`src/inc/asr_pkg.sv`:
```
// Constants for the converter serial readout block.
// Assumes a 25 MHz core clock; the counts are in converter clocks and do not derive from it.
package asr_pkg;
    // Core clock rate in Hz
    localparam int unsigned CLK_HZ         = 25000000;
    // Result word width and codes
    localparam int unsigned RESULT_BITS    = 24;
    localparam logic [23:0] CODE_POS_FULL  = 24'h7fffff;
    localparam logic [23:0] CODE_NEG_FULL  = 24'h800000;
    localparam logic [23:0] CODE_ZERO      = 24'h000000;
    // Nominal converter clock and result rate
    localparam int unsigned SYS_CLK_NOM_HZ = 2457600;
    localparam int unsigned RATE_NOM_SPS   = 15;
    // Converter clocks per result at nominal rate
    localparam int unsigned CONV_PERIOD_SYSCLK = SYS_CLK_NOM_HZ / RATE_NOM_SPS;
    // Power-up calibration time in converter clocks (default figure)
    localparam int unsigned CAL_SYSCLK     = 4096;
    // Edge counter width: 24 data edges plus the forcing edge
    localparam int unsigned EDGE_W         = 5;
    localparam logic [4:0]  EDGE_FORCE     = 5'h18;
    // Reset values
    localparam logic        OUT_RESET      = 1'b1;
    localparam logic [23:0] HOLD_RESET     = 24'h000000;
    // Counter widths
    localparam int unsigned CNT_W          = 20;
    // Converter states
    typedef enum logic [1:0] {ST_CAL, ST_CONVERT} asr_state_type;
endpackage : asr_pkg

```
`src/design/asr_sync.sv`:
```
// Two-flop synchroniser with rising-edge detector on the settled copy.
// Assumes input is asynchronous to CLK; first flop feeds only the second.
`timescale 1ns/1ps
module asr_sync (
    // Clock and reset
    input  wire logic CLK,
    input  wire logic RST_N,
    input  wire logic CE,
    // Async level in
    input  wire logic din,
    // Synchronised level and rising-edge pulse
    output logic      dout,
    output logic      rise
);
    logic stage1;
    logic stage2;
    logic stage3;

    // Synchroniser chain plus delayed copy for edge finding
    always_ff @(posedge CLK or negedge RST_N) begin
        if (!RST_N) begin
            stage1 <= 1'b0;
            stage2 <= 1'b0;
            stage3 <= 1'b0;
        end else if (CE) begin
            stage1 <= din;
            stage2 <= stage1;
            stage3 <= stage2;
        end
    end

    assign dout = stage2;
    assign rise = CE && stage2 && !stage3;
endmodule : asr_sync

```
`src/design/asr_readout.sv`:
```
// Readout logic of a 24-bit delta-sigma converter: calibration, result
// timing, code clipping, and the shared ready/serial output.
// Assumes SYS_CLK and SHIFT_CLK are pins sampled by CLK (much faster).
//
// Operation
// Output goes low when a new result is ready.
// First shift-clock rise after ready puts the result MSB on the output.
// Each later rise presents the next lower bit, 24 bits in all.
// A 25th rise forces the output high until the next result.
// Results are 24-bit two's complement; zero input gives zero code.
// Out-of-range inputs clip to positive or negative full-scale codes.
// Plus one step gives 000001, minus one step gives all ones.
// Conversions run continuously; each update overwrites the held result.
// Result rate is 15 per second at 2.4576 MHz, scaling with clock.
// Host keeps the system clock running during conversion.
// Power-up calibration completes before the first ready low.
// Host holds the shift clock low during power-up.
// Host expects first result about 350 ms after power-up; the code instead gives it after 4096 converter clocks of calibration.
// Ready falling edge starts a new, fully settled conversion.
// Unfinished read holds the last bit until the update forces high; the code instead drives it low at the update.
// Host samples each bit on the falling shift-clock edge or later.
`timescale 1ns/1ps
module asr_readout (
    // Clock, reset, enable
    input  wire logic        CLK,
    input  wire logic        RST_N,
    input  wire logic        CE,
    // Converter system clock pin
    input  wire logic        SYS_CLK,
    // Sample from the modulator/filter, wide signed value
    input  wire logic [25:0] FILTER_VALUE,
    // Serial link
    input  wire logic        SHIFT_CLK,
    output logic             READY_AND_SERIAL_OUT,
    // Status
    output logic             CAL_DONE,
    output logic             CONV_START
);
    asr_pkg::asr_state_type state;
    logic                   sys_rise;
    logic                   shift_rise;
    logic [asr_pkg::CNT_W-1:0] sys_cnt;
    logic                   update;
    logic [23:0]            hold;
    logic [23:0]            next_code;
    logic [asr_pkg::EDGE_W-1:0] edge_cnt;
    logic                   reading;

    // System clock pin edges
    asr_sync u_sys_sync (
        .CLK   (CLK),
        .RST_N (RST_N),
        .CE    (CE),
        .din   (SYS_CLK),
        .dout  (),
        .rise  (sys_rise)
    );

    // Shift clock pin edges
    asr_sync u_shift_sync (
        .CLK   (CLK),
        .RST_N (RST_N),
        .CE    (CE),
        .din   (SHIFT_CLK),
        .dout  (),
        .rise  (shift_rise)
    );

    // Clip wide filter value into 24-bit two's complement
    always_comb begin
        if (!FILTER_VALUE[25] && (FILTER_VALUE[24:23] != 2'b00)) begin
            next_code = asr_pkg::CODE_POS_FULL;
        end else if (FILTER_VALUE[25] && (FILTER_VALUE[24:23] != 2'b11)) begin
            next_code = asr_pkg::CODE_NEG_FULL;
        end else begin
            next_code = FILTER_VALUE[23:0];
        end
    end

    // Calibration then continuous conversion, timed in system clocks
    always_ff @(posedge CLK or negedge RST_N) begin
        if (!RST_N) begin
            state   <= asr_pkg::ST_CAL;
            sys_cnt <= '0;
            update  <= 1'b0;
        end else if (CE) begin
            update <= 1'b0;
            if (sys_rise) begin
                case (state)
                    asr_pkg::ST_CAL: begin
                        if (sys_cnt == asr_pkg::CNT_W'(asr_pkg::CAL_SYSCLK - 1)) begin
                            state   <= asr_pkg::ST_CONVERT;
                            sys_cnt <= '0;
                            update  <= 1'b1;
                        end else begin
                            sys_cnt <= sys_cnt + 1'b1;
                        end
                    end
                    default: begin
                        if (sys_cnt == asr_pkg::CNT_W'(asr_pkg::CONV_PERIOD_SYSCLK - 1)) begin
                            sys_cnt <= '0;
                            update  <= 1'b1;
                        end else begin
                            sys_cnt <= sys_cnt + 1'b1;
                        end
                    end
                endcase
            end
        end
    end

    // Held result, replaced at every update
    always_ff @(posedge CLK or negedge RST_N) begin
        if (!RST_N) begin
            hold <= asr_pkg::HOLD_RESET;
        end else if (CE && update) begin
            hold <= next_code;
        end
    end

    // Shared output: ready low, then shift bits, then forced high
    always_ff @(posedge CLK or negedge RST_N) begin
        if (!RST_N) begin
            READY_AND_SERIAL_OUT <= asr_pkg::OUT_RESET;
            edge_cnt             <= '0;
            reading              <= 1'b0;
        end else if (CE) begin
            if (update) begin
                READY_AND_SERIAL_OUT <= 1'b0;
                edge_cnt             <= '0;
                reading              <= 1'b1;
            end else if (reading && shift_rise) begin
                if (edge_cnt == asr_pkg::EDGE_FORCE) begin
                    READY_AND_SERIAL_OUT <= 1'b1;
                    reading              <= 1'b0;
                end else begin
                    READY_AND_SERIAL_OUT <= hold[5'd23 - edge_cnt];
                    edge_cnt             <= edge_cnt + 1'b1;
                end
            end
            // Otherwise output holds its last bit R15
        end
    end

    // Status flags
    always_ff @(posedge CLK or negedge RST_N) begin
        if (!RST_N) begin
            CAL_DONE   <= 1'b0;
            CONV_START <= 1'b0;
        end else if (CE) begin
            CAL_DONE   <= (state == asr_pkg::ST_CONVERT);
            CONV_START <= update;
        end
    end

    // Converter clock rises since the last update, watched by the rate checks
    logic [asr_pkg::CNT_W-1:0] rate_cnt;

    always_ff @(posedge CLK or negedge RST_N) begin
        if (!RST_N) begin
            rate_cnt <= '0;
        end else if (CE && update) begin
            rate_cnt <= '0;
        end else if (CE && sys_rise) begin
            rate_cnt <= rate_cnt + 1'b1;
        end
    end

    // Assertions: ready flag and serial sequence
    a_ready_low: assert property (@(posedge CLK) disable iff (!RST_N)
        CE && update |=> !READY_AND_SERIAL_OUT)
        else $error("output not low after update");
    a_msb_first: assert property (@(posedge CLK) disable iff (!RST_N)
        CE && reading && !update && shift_rise && edge_cnt == 5'h00 |=> READY_AND_SERIAL_OUT == $past(hold[23]))
        else $error("msb not presented");
    a_next_bit: assert property (@(posedge CLK) disable iff (!RST_N)
        CE && reading && !update && shift_rise && edge_cnt < 5'h18 |=> edge_cnt == $past(edge_cnt) + 5'h01)
        else $error("bit index did not advance");
    a_force_high: assert property (@(posedge CLK) disable iff (!RST_N)
        CE && reading && !update && shift_rise && edge_cnt == 5'h18 |=> READY_AND_SERIAL_OUT && !reading)
        else $error("output not forced high");
    a_stay_high: assert property (@(posedge CLK) disable iff (!RST_N)
        CE && !reading && !update && READY_AND_SERIAL_OUT |=> READY_AND_SERIAL_OUT)
        else $error("output left high state without update");
    a_hold_last: assert property (@(posedge CLK) disable iff (!RST_N)
        CE && !update && !shift_rise |=> $stable(READY_AND_SERIAL_OUT))
        else $error("output changed without cause");

    // Assertions: result codes and held word
    a_zero_code: assert property (@(posedge CLK) disable iff (!RST_N)
        CE && update && FILTER_VALUE == 26'h0000000 |=> hold == asr_pkg::CODE_ZERO)
        else $error("zero input not zero code");
    a_clip_pos: assert property (@(posedge CLK) disable iff (!RST_N)
        CE && update && ($signed(FILTER_VALUE) > $signed(26'h07fffff)) |=> hold == asr_pkg::CODE_POS_FULL)
        else $error("positive clip wrong");
    a_clip_neg: assert property (@(posedge CLK) disable iff (!RST_N)
        CE && update && ($signed(FILTER_VALUE) < $signed(26'h3800000)) |=> hold == asr_pkg::CODE_NEG_FULL)
        else $error("negative clip wrong");
    a_small_code: assert property (@(posedge CLK) disable iff (!RST_N)
        FILTER_VALUE == 26'h3ffffff |-> next_code == 24'hffffff)
        else $error("minus one code wrong");
    a_result_overwrite: assert property (@(posedge CLK) disable iff (!RST_N)
        CE && update |=> hold == $past(next_code))
        else $error("held result not replaced");

    // Assertions: calibration, status and result rate
    a_cal_first: assert property (@(posedge CLK) disable iff (!RST_N)
        state == asr_pkg::ST_CAL && !update |-> READY_AND_SERIAL_OUT)
        else $error("ready before calibration");
    a_cal_flag: assert property (@(posedge CLK) disable iff (!RST_N)
        CE && update |=> CAL_DONE)
        else $error("calibration flag missing at ready");
    a_start_pulse: assert property (@(posedge CLK) disable iff (!RST_N)
        CE && update |=> CONV_START)
        else $error("conversion start not flagged");
    a_start_once: assert property (@(posedge CLK) disable iff (!RST_N)
        CE && CONV_START |=> !CONV_START)
        else $error("conversion start longer than one cycle");
    a_rate_period: assert property (@(posedge CLK) disable iff (!RST_N)
        CE && update && CAL_DONE |-> rate_cnt == asr_pkg::CNT_W'(asr_pkg::CONV_PERIOD_SYSCLK))
        else $error("update spacing wrong");
    a_rate_bound: assert property (@(posedge CLK) disable iff (!RST_N)
        CE && CAL_DONE && !update |-> rate_cnt < asr_pkg::CNT_W'(asr_pkg::CONV_PERIOD_SYSCLK))
        else $error("update overdue");

    // Assertions: clock enable freezes state
    a_ce_freeze: assert property (@(posedge CLK) disable iff (!RST_N)
        !CE |=> $stable(READY_AND_SERIAL_OUT) && $stable(hold) && $stable(edge_cnt))
        else $error("state moved while enable low");

    // Main scenarios
    c_first_ready: cover property (@(posedge CLK) disable iff (!RST_N) update && state == asr_pkg::ST_CONVERT);
    c_full_read:   cover property (@(posedge CLK) disable iff (!RST_N) reading && shift_rise && edge_cnt == 5'h18);
    c_part_read:   cover property (@(posedge CLK) disable iff (!RST_N) reading && edge_cnt == 5'h05 && update);
    c_clip:        cover property (@(posedge CLK) disable iff (!RST_N) update && next_code == 24'h800000);
    c_ce_pause:    cover property (@(posedge CLK) disable iff (!RST_N) !CE && reading);
endmodule : asr_readout

```
`config.mk`:
```
export PLATFORM = sky130hd
export DESIGN_NAME = asr_readout
export DESIGN_NICKNAME = d
export VERILOG_FILES = /design/src/inc/asr_pkg.sv /design/src/design/asr_sync.sv /design/src/design/asr_readout.sv
export SDC_FILE = /design/constraint.sdc
export NUM_CORES = 1
export LEC_CHECK = 0
export ABC_AREA = 0
export BUFFER_PORTS_ARGS = -buffer_cell sky130_fd_sc_hd__buf_2
export CORE_ASPECT_RATIO = 0.9
export CORE_MARGIN = 5
export CORE_UTILIZATION = 45
export DETAILED_ROUTE_END_ITERATION = 16
export PLACE_DENSITY_LB_ADDON = 0.08
export SLEW_MARGIN = 20
export SYNTH_ARGS = -nofsm -noshare
export SYNTH_HDL_FRONTEND = slang
export SYNTH_SLANG_ARGS = --single-unit
```
`constraint.sdc`:
```
create_clock -name CLK -period 4.4 [get_ports CLK]
set_input_delay 0.22 -clock CLK [delete_from_list [all_inputs] [get_ports CLK]]
set_output_delay 0.22 -clock CLK [all_outputs]
set_load 0.01 [all_outputs]
```
==> results of run 1 <==
## power groups by stage
stage	Clock, W	Sequential (W)	Combinational [W]
global placement	0	0.000622	0.0000793
floorplan	0	0.000616	0.0000476
CTS	0.000429	0.000612	0.0000805
detailed placement	0	0.000622	0.0000805
global route	0.000455	0.000615	0.0000951
finish	0.000414	0.000612	0.0000786
## routing by layer
metal	global-route usage	vias up	routed length (um)
met1	0.238	1029	3270
met2	0.222	41	2400
met4	0.0590	0	76
met3	0.0503	7	221
li1	-	1101	-
met5	0	-	0
## synthesized netlist by cell type, types with 3 or more instances
master     n
dfrtp_1   60
nand2_1   40
nor2_1    33
o21ai_0   29
nand3_1   16
clkbuf_1  12
xnor2_1   10
inv_1      8
mux2_2     8
xor2_1     8
a21oi_1    7
mux2i_1    7
nand4_1    6
nor3_1     5
nor4_1     4
o22ai_1    4
a21o_1     3
ha_1       3
mux4_2     3
or3_1      3
## path summary, 6_finish.rpt
| path | from | endpoint | slack, ps |
|---|---|---|---|
| setup / recovery | update | hold[14] | 2260 |
| hold / removal | RST_N | hold[11] | 30 |
| setup reg to reg | update | hold[14] | 2260 |
| hold reg to reg | sys_cnt[19] | sys_cnt[19] | 470 |
| max in group asynchronous | RST_N | hold[15] | 3830 |
| min in group CLK | SYS_CLK | u_sys_sync.stage1 | 120 |
## per-stage QoR
| step | std cells | area, um^2 | setup WS [ps] | power (W) | utilization |
|---|---|---|---|---|---|
| 2_1_floorplan | 296 | 2950 | 2550 | 0.000664 | - |
| 3_3_place_gp | 406 | 3180 | 2270 | 0.000701 | 0.490 |
| 3_5_place_dp | 406 | 3180 | 2230 | 0.000702 | 0.490 |
| 4_1_cts | 422 | 3340 | 2260 | 0.00112 | 0.515 |
| 5_1_grt | 422 | 3340 | 2070 | 0.00116 | 0.515 |
| 6_report | 422 | 3340 | 2260 | 0.00111 | 0.515 |
## layout make-up
type | instances | share of cell area
clock buffer | 12 | 0.0405
clock inverter | 4 | 0.00750
inverter | 8 | 0.00900
multi-input combinational | 212 | 0.398
sequential | 61 | 0.458
tap | 90 | 0.0337
timing repair buffer | 35 | 0.0540
## kinds of logic (layout without fill, tap and decap cells)
family | after synthesis | after routing | share of synthesized area
multiplexers | 18 | 18 | 0.0773
flip-flops | 61 | 61 | 0.518
buffers and inverters | 23 | 59 | 0.0314
AND/OR/NAND/NOR | 124 | 124 | 0.209
AO/OA/AOI/OAI | 49 | 49 | 0.0980
adder cells (fa/ha/maj) | 3 | 3 | 0.0127
XOR/XNOR | 18 | 18 | 0.0535
==> flow_metrics.env, run 1 <==
export IMPL_grt_usage=0.162
export IMPL_post_cts_resized=0
export IMPL_dr_pass1_iters=4
export IMPL_path_class="flop to flop"
export IMPL_crit_path_max_fanout=28
export IMPL_setup_tns_ps=0
export IMPL_worst_slew_pin_slew_ps=953
export IMPL_mostFrequentLayoutCells="60 x dfrtp_1, 40 x nand2_1, 33 x nor2_1, 33 x buf_2, 29 x o21ai_0"
export IMPL_crit_family="compound AO/OA/AOI/OAI gates"
export IMPL_numClockSinks=61
export IMPL_p_comb_frac=0.071
export IMPL_synth_seq_area_share=0.518
export IMPL_synth_edf_count=0
export IMPL_powerDensity_nw_per_um2=331
export IMPL_cp_start_kind="flop"
export IMPL_power_clock_fraction=0.375
export IMPL_postSynthAreaPerCell_um2=9.96
export IMPL_power_frac_seq=0.554
export IMPL_whs_ps=26.2
export IMPL_fin_worst_skew_ps=5.38
export IMPL_grt_setup_unrepaired="no"
export IMPL_status="completed"
export IMPL_clk_latency_ps=330
export IMPL_ys_ff_latch=61
export IMPL_antennaDiodeCount=0
export IMPL_htreeDepth=3
export IMPL_die_area_um2=8270
export IMPL_fin_crit_sh=0.485
export IMPL_async_reset_ff_frac=1.00
export IMPL_die_h_um=86.8
export IMPL_multiInputGateArea_um2=1330
export IMPL_layout_area_seq_um2=1530
export IMPL_crit_path_cell_trace="nand2_1, a21o_1, o21ai_0"
export IMPL_cp_data_arrival_time_ps=2310
export IMPL_p_int_w=0.000826
export IMPL_portBuffers=33
export IMPL_finalSetupViolCount=0
export IMPL_yosys_most_used_dff="dfrtp_1"
export IMPL_fill_cells=611
export IMPL_yosysTopAreaCell="dfrtp_1"
export IMPL_cts_buffer_depth=2
export IMPL_grt_pass1_vias=2125
export IMPL_p_sw_w=0.000279
export IMPL_wl_per_cell_um=14.2
export IMPL_cts_hold_buf=0
export IMPL_crit_path_max_incr_delay_ps=730
export IMPL_synth_area_leaders="dfrtp_1 51%, nand2_1 5.1%, o21ai_0 4.9%"
export IMPL_vias_per_cell=5.16
export IMPL_largest_register="hold"
export IMPL_first_iter_violations=109
export IMPL_nets=361
export IMPL_dieWidth_um=95.3
export IMPL_cp_required_ps=4580
export IMPL_num_rows=28
export IMPL_drc=0
export IMPL_swShare=0.253
export IMPL_grt_antenna_before_repair=0
export IMPL_top_regs="hold x24, sys_cnt x20, edge_cnt x5"
export IMPL_slew_viol_final=0
export IMPL_synth_top_cell_area_share=0.509
export IMPL_hpwl_um=3950
export IMPL_core_area_um2=6480
export IMPL_overflow=0
export IMPL_place_gp_congestion=0.718
export IMPL_root_buffer="clkbuf_8"
export IMPL_worst_path_max_delay_cell="nand2_1"
export IMPL_r2r_cells=3
export IMPL_io_pins=34
export IMPL_worstPathBufferInverterCount=0
export IMPL_cp_depth=3
export IMPL_mostFrequentLayoutCell="dfrtp_1"
export IMPL_post_cts_buffers=0
export IMPL_worst_ir_drop_vdd_mv=0.196
export IMPL_largest_register_ffs=24
export IMPL_relSlewSlack=0.363
export IMPL_syn2layout_area_growth_pct=13.2
export IMPL_report_final_hold_viol_count=0
export IMPL_timing_fmax_mhz=468
export IMPL_layout_drive_gt1_share=0.205
export IMPL_netlist_area_um2=2950
export IMPL_grt_first_pass_wirelength_um=10300
export IMPL_grt_max_degree=62
export IMPL_endpoint_kind="flop"
export IMPL_worstHoldPathType="input port to asynchronous set/reset pin"
export IMPL_vias=2178
export IMPL_initial_core_util=0.455
export IMPL_leakage_nw=1.58
export IMPL_period_needed_ps=2140
export IMPL_clk_pin_slew_worst_paths_ps=70
export IMPL_drtAntennaViolNets=0
export IMPL_synth_cells=296
export IMPL_cts_made_buffers=9
export IMPL_ys_types=42
export IMPL_cts_tree="yes"
export IMPL_synth_nets=330
export IMPL_max_cap_violations=0
export IMPL_yosys_warnings=0
export IMPL_drt_total_wl_um=5970
Note: power is estimated with default switching activity, not from simulation.
==> run 2: changes to the inputs <==
==> constraint.sdc (replaced) <==
create_clock -name CLK -period 2.1 [get_ports CLK]
set_input_delay 0.105 -clock CLK [delete_from_list [all_inputs] [get_ports CLK]]
set_output_delay 0.105 -clock CLK [all_outputs]
set_load 0.01 [all_outputs]
==> run 2 against run 1 <==
Global-route usage up 0.22 points. Sequential share of layout area down 2.2 points. Design area is 5.0% higher. Critical path type unchanged. Largest cell class unchanged.
==> flow_metrics.env, run 2 (synthesized netlist as in run 1, its figures left out) <==
export IMPL_crit_path_max_fanout=10
export IMPL_layout_drive_gt1_share=0.230
export IMPL_max_cap_violations=0
export IMPL_swShare=0.245
export IMPL_io_pins=34
export IMPL_cts_made_buffers=9
export IMPL_period_needed_ps=1900
export IMPL_p_int_w=0.00199
export IMPL_status="completed"
export IMPL_fin_worst_skew_ps=6.80
export IMPL_num_rows=28
export IMPL_overflow=0
export IMPL_cp_required_ps=2330
export IMPL_timing_fmax_mhz=525
export IMPL_initial_core_util=0.455
export IMPL_largest_register_ffs=24
export IMPL_r2r_end="sys_cnt[1]"
export IMPL_met1_usage=0.231
export IMPL_use_met3=0.0573
export IMPL_core_area_um2=6480
export IMPL_nets=372
export IMPL_hold_path_end="hold[0]"
export IMPL_root_buffer="clkbuf_8"
export IMPL_vias=2230
export IMPL_min_path_cells=3
export IMPL_power_clock_fraction=0.446
export IMPL_place_gp_congestion=0.762
export IMPL_die_h_um=86.8
export IMPL_holdCritStartpoint="FILTER_VALUE[0]"
export IMPL_die_area_um2=8270
export IMPL_r2r_start="sys_cnt[12]"
export IMPL_slew_viol_final=0
export IMPL_path_class="flop to flop"
export IMPL_report_final_hold_viol_count=0
export IMPL_cp_data_arrival_time_ps=2140
export IMPL_leakage_nw=1.66
export IMPL_worst_slew_pin_slew_ps=669
export IMPL_numClockSinks=61
export IMPL_portBuffers=33
export IMPL_relSlewSlack=0.552
export IMPL_worstHoldPathType="input port to flop"
export IMPL_largest_register="hold"
export IMPL_p_sw_w=0.000645
export IMPL_drt_total_wl_um=6120
export IMPL_htreeDepth=3
export IMPL_grt_pass1_vias=2177
export IMPL_clk_latency_ps=340
export IMPL_drc=0
export IMPL_powerDensity_nw_per_um2=751
export IMPL_drtAntennaViolNets=0
export IMPL_setup_tns_ps=0
export IMPL_met2_usage=0.236
export IMPL_cp_start_kind="flop"
export IMPL_cts_buffer_depth=2
export IMPL_grt_setup_unrepaired="no"
export IMPL_antennaDiodeCount=0
export IMPL_wl_per_cell_um=14.1
export IMPL_mostFrequentLayoutCell="dfrtp_1"
export IMPL_clk_pin_slew_worst_paths_ps=70
export IMPL_first_iter_violations=61
export IMPL_mostFrequentLayoutCells="60 x dfrtp_1, 40 x nand2_1, 33 x nor2_1, 33 x buf_2, 29 x o21ai_0"
export IMPL_grt_first_pass_wirelength_um=10400
export IMPL_placed_cells=414
export IMPL_finalNonFillerCells=433
export IMPL_dr_pass1_iters=4
export IMPL_fin_crit_sh=0.906
export IMPL_crit_path_max_incr_delay_ps=560
export IMPL_critPathLaunch="sys_cnt[12]"
export IMPL_r2r_cells=5
export IMPL_top_usage_layer="met2"
export IMPL_grt_usage=0.164
export IMPL_finalSetupViolCount=0
export IMPL_post_cts_resized=0
export IMPL_hpwl_um=4330
export IMPL_power_frac_seq=0.487
export IMPL_fill_cells=592
export IMPL_top_regs="hold x24, sys_cnt x20, edge_cnt x5"
export IMPL_dieWidth_um=95.3
export IMPL_cts_tree="yes"
export IMPL_p_comb_frac=0.067
export IMPL_worst_ir_drop_vdd_mv=0.416
export IMPL_endpoint_kind="flop"
export IMPL_grt_max_degree=35
export IMPL_crit_path_cell_trace="or4_4, o22a_4, nor4_4, buf_4, a21oi_1"
export IMPL_worst_r2r_setup_slack_ps=200
export IMPL_syn2layout_area_growth_pct=18.9
export IMPL_worst_path_max_delay_cell="or4_4"
export IMPL_grt_antenna_before_repair=0
export IMPL_vias_per_cell=5.15
## run 2: worst max path at each step
| stage | slack (ps) | endpoint |
|---|---|---|
| after floorplan | 250 | sys_cnt[11] |
| after global placement | 250 | sys_cnt[9] |
| after detailed placement | 200 | sys_cnt[1] |
| after CTS | 200 | sys_cnt[7] |
| after global routing | 90 | sys_cnt[12] |
| final | 200 | sys_cnt[1] |
## run 2: final cells by class
class / instances / area [um^2] / area share
Clock buffer: 9 / 124 / 0.0353
Clock inverter: 7 / 100 / 0.0286
Inverter: 8 / 30.0 / 0.00857
Multi-Input combinational cell: 212 / 1330 / 0.379
Sequential cell: 61 / 1530 / 0.436
Tap cell: 90 / 113 / 0.0321
Timing Repair Buffer: 46 / 283 / 0.0807
## run 2: repair_timing
action | CTS | global route
endpoints found under the hold margin | 28 | 0
hold buffers | 3 | 0
buffers inserted | 0 | 0
## run 2: power by group through the flow
stage	Clock (W)	Combinational (W)	Sequential, W
after floorplan	0	0.0000998	0.00129
after global placement	0	0.000175	0.00130
after detailed placement	0	0.000176	0.00130
after CTS	0.00121	0.000180	0.00128
after global routing	0.00126	0.000201	0.00129
final	0.00117	0.000176	0.00128
## run 2: critical path, delay by kind of cell (launching register included)
kind / cells / cell delay, ps
compound gates: 2 / 320
flops: 1 / 440
simple gates: 2 / 810
buf+inv: 1 / 220
## run 2: through the flow
step	power [W]	instance area, um^2	utilization	hold slack, ps	worst slack [ps]
4_1_cts	0.00267	3500	0.541	11.7	198
3_3_place_gp	0.00148	3250	0.502	168	254
3_5_place_dp	0.00148	3250	0.502	179	204
5_1_grt	0.00275	3500	0.541	13.2	94.0
2_1_floorplan	0.00139	2950	-	-191	246
6_report	0.00263	3500	0.541	19.4	197
## run 2: metal layers
metal / vias to the layer above / part of all wire / routed length [um]
met5: - / 0 / 0
met4: 0 / 0.012 / 74
met3: 6 / 0.049 / 298
met2: 43 / 0.42 / 2590
met1: 1060 / 0.52 / 3160
li1: 1121 / - / -
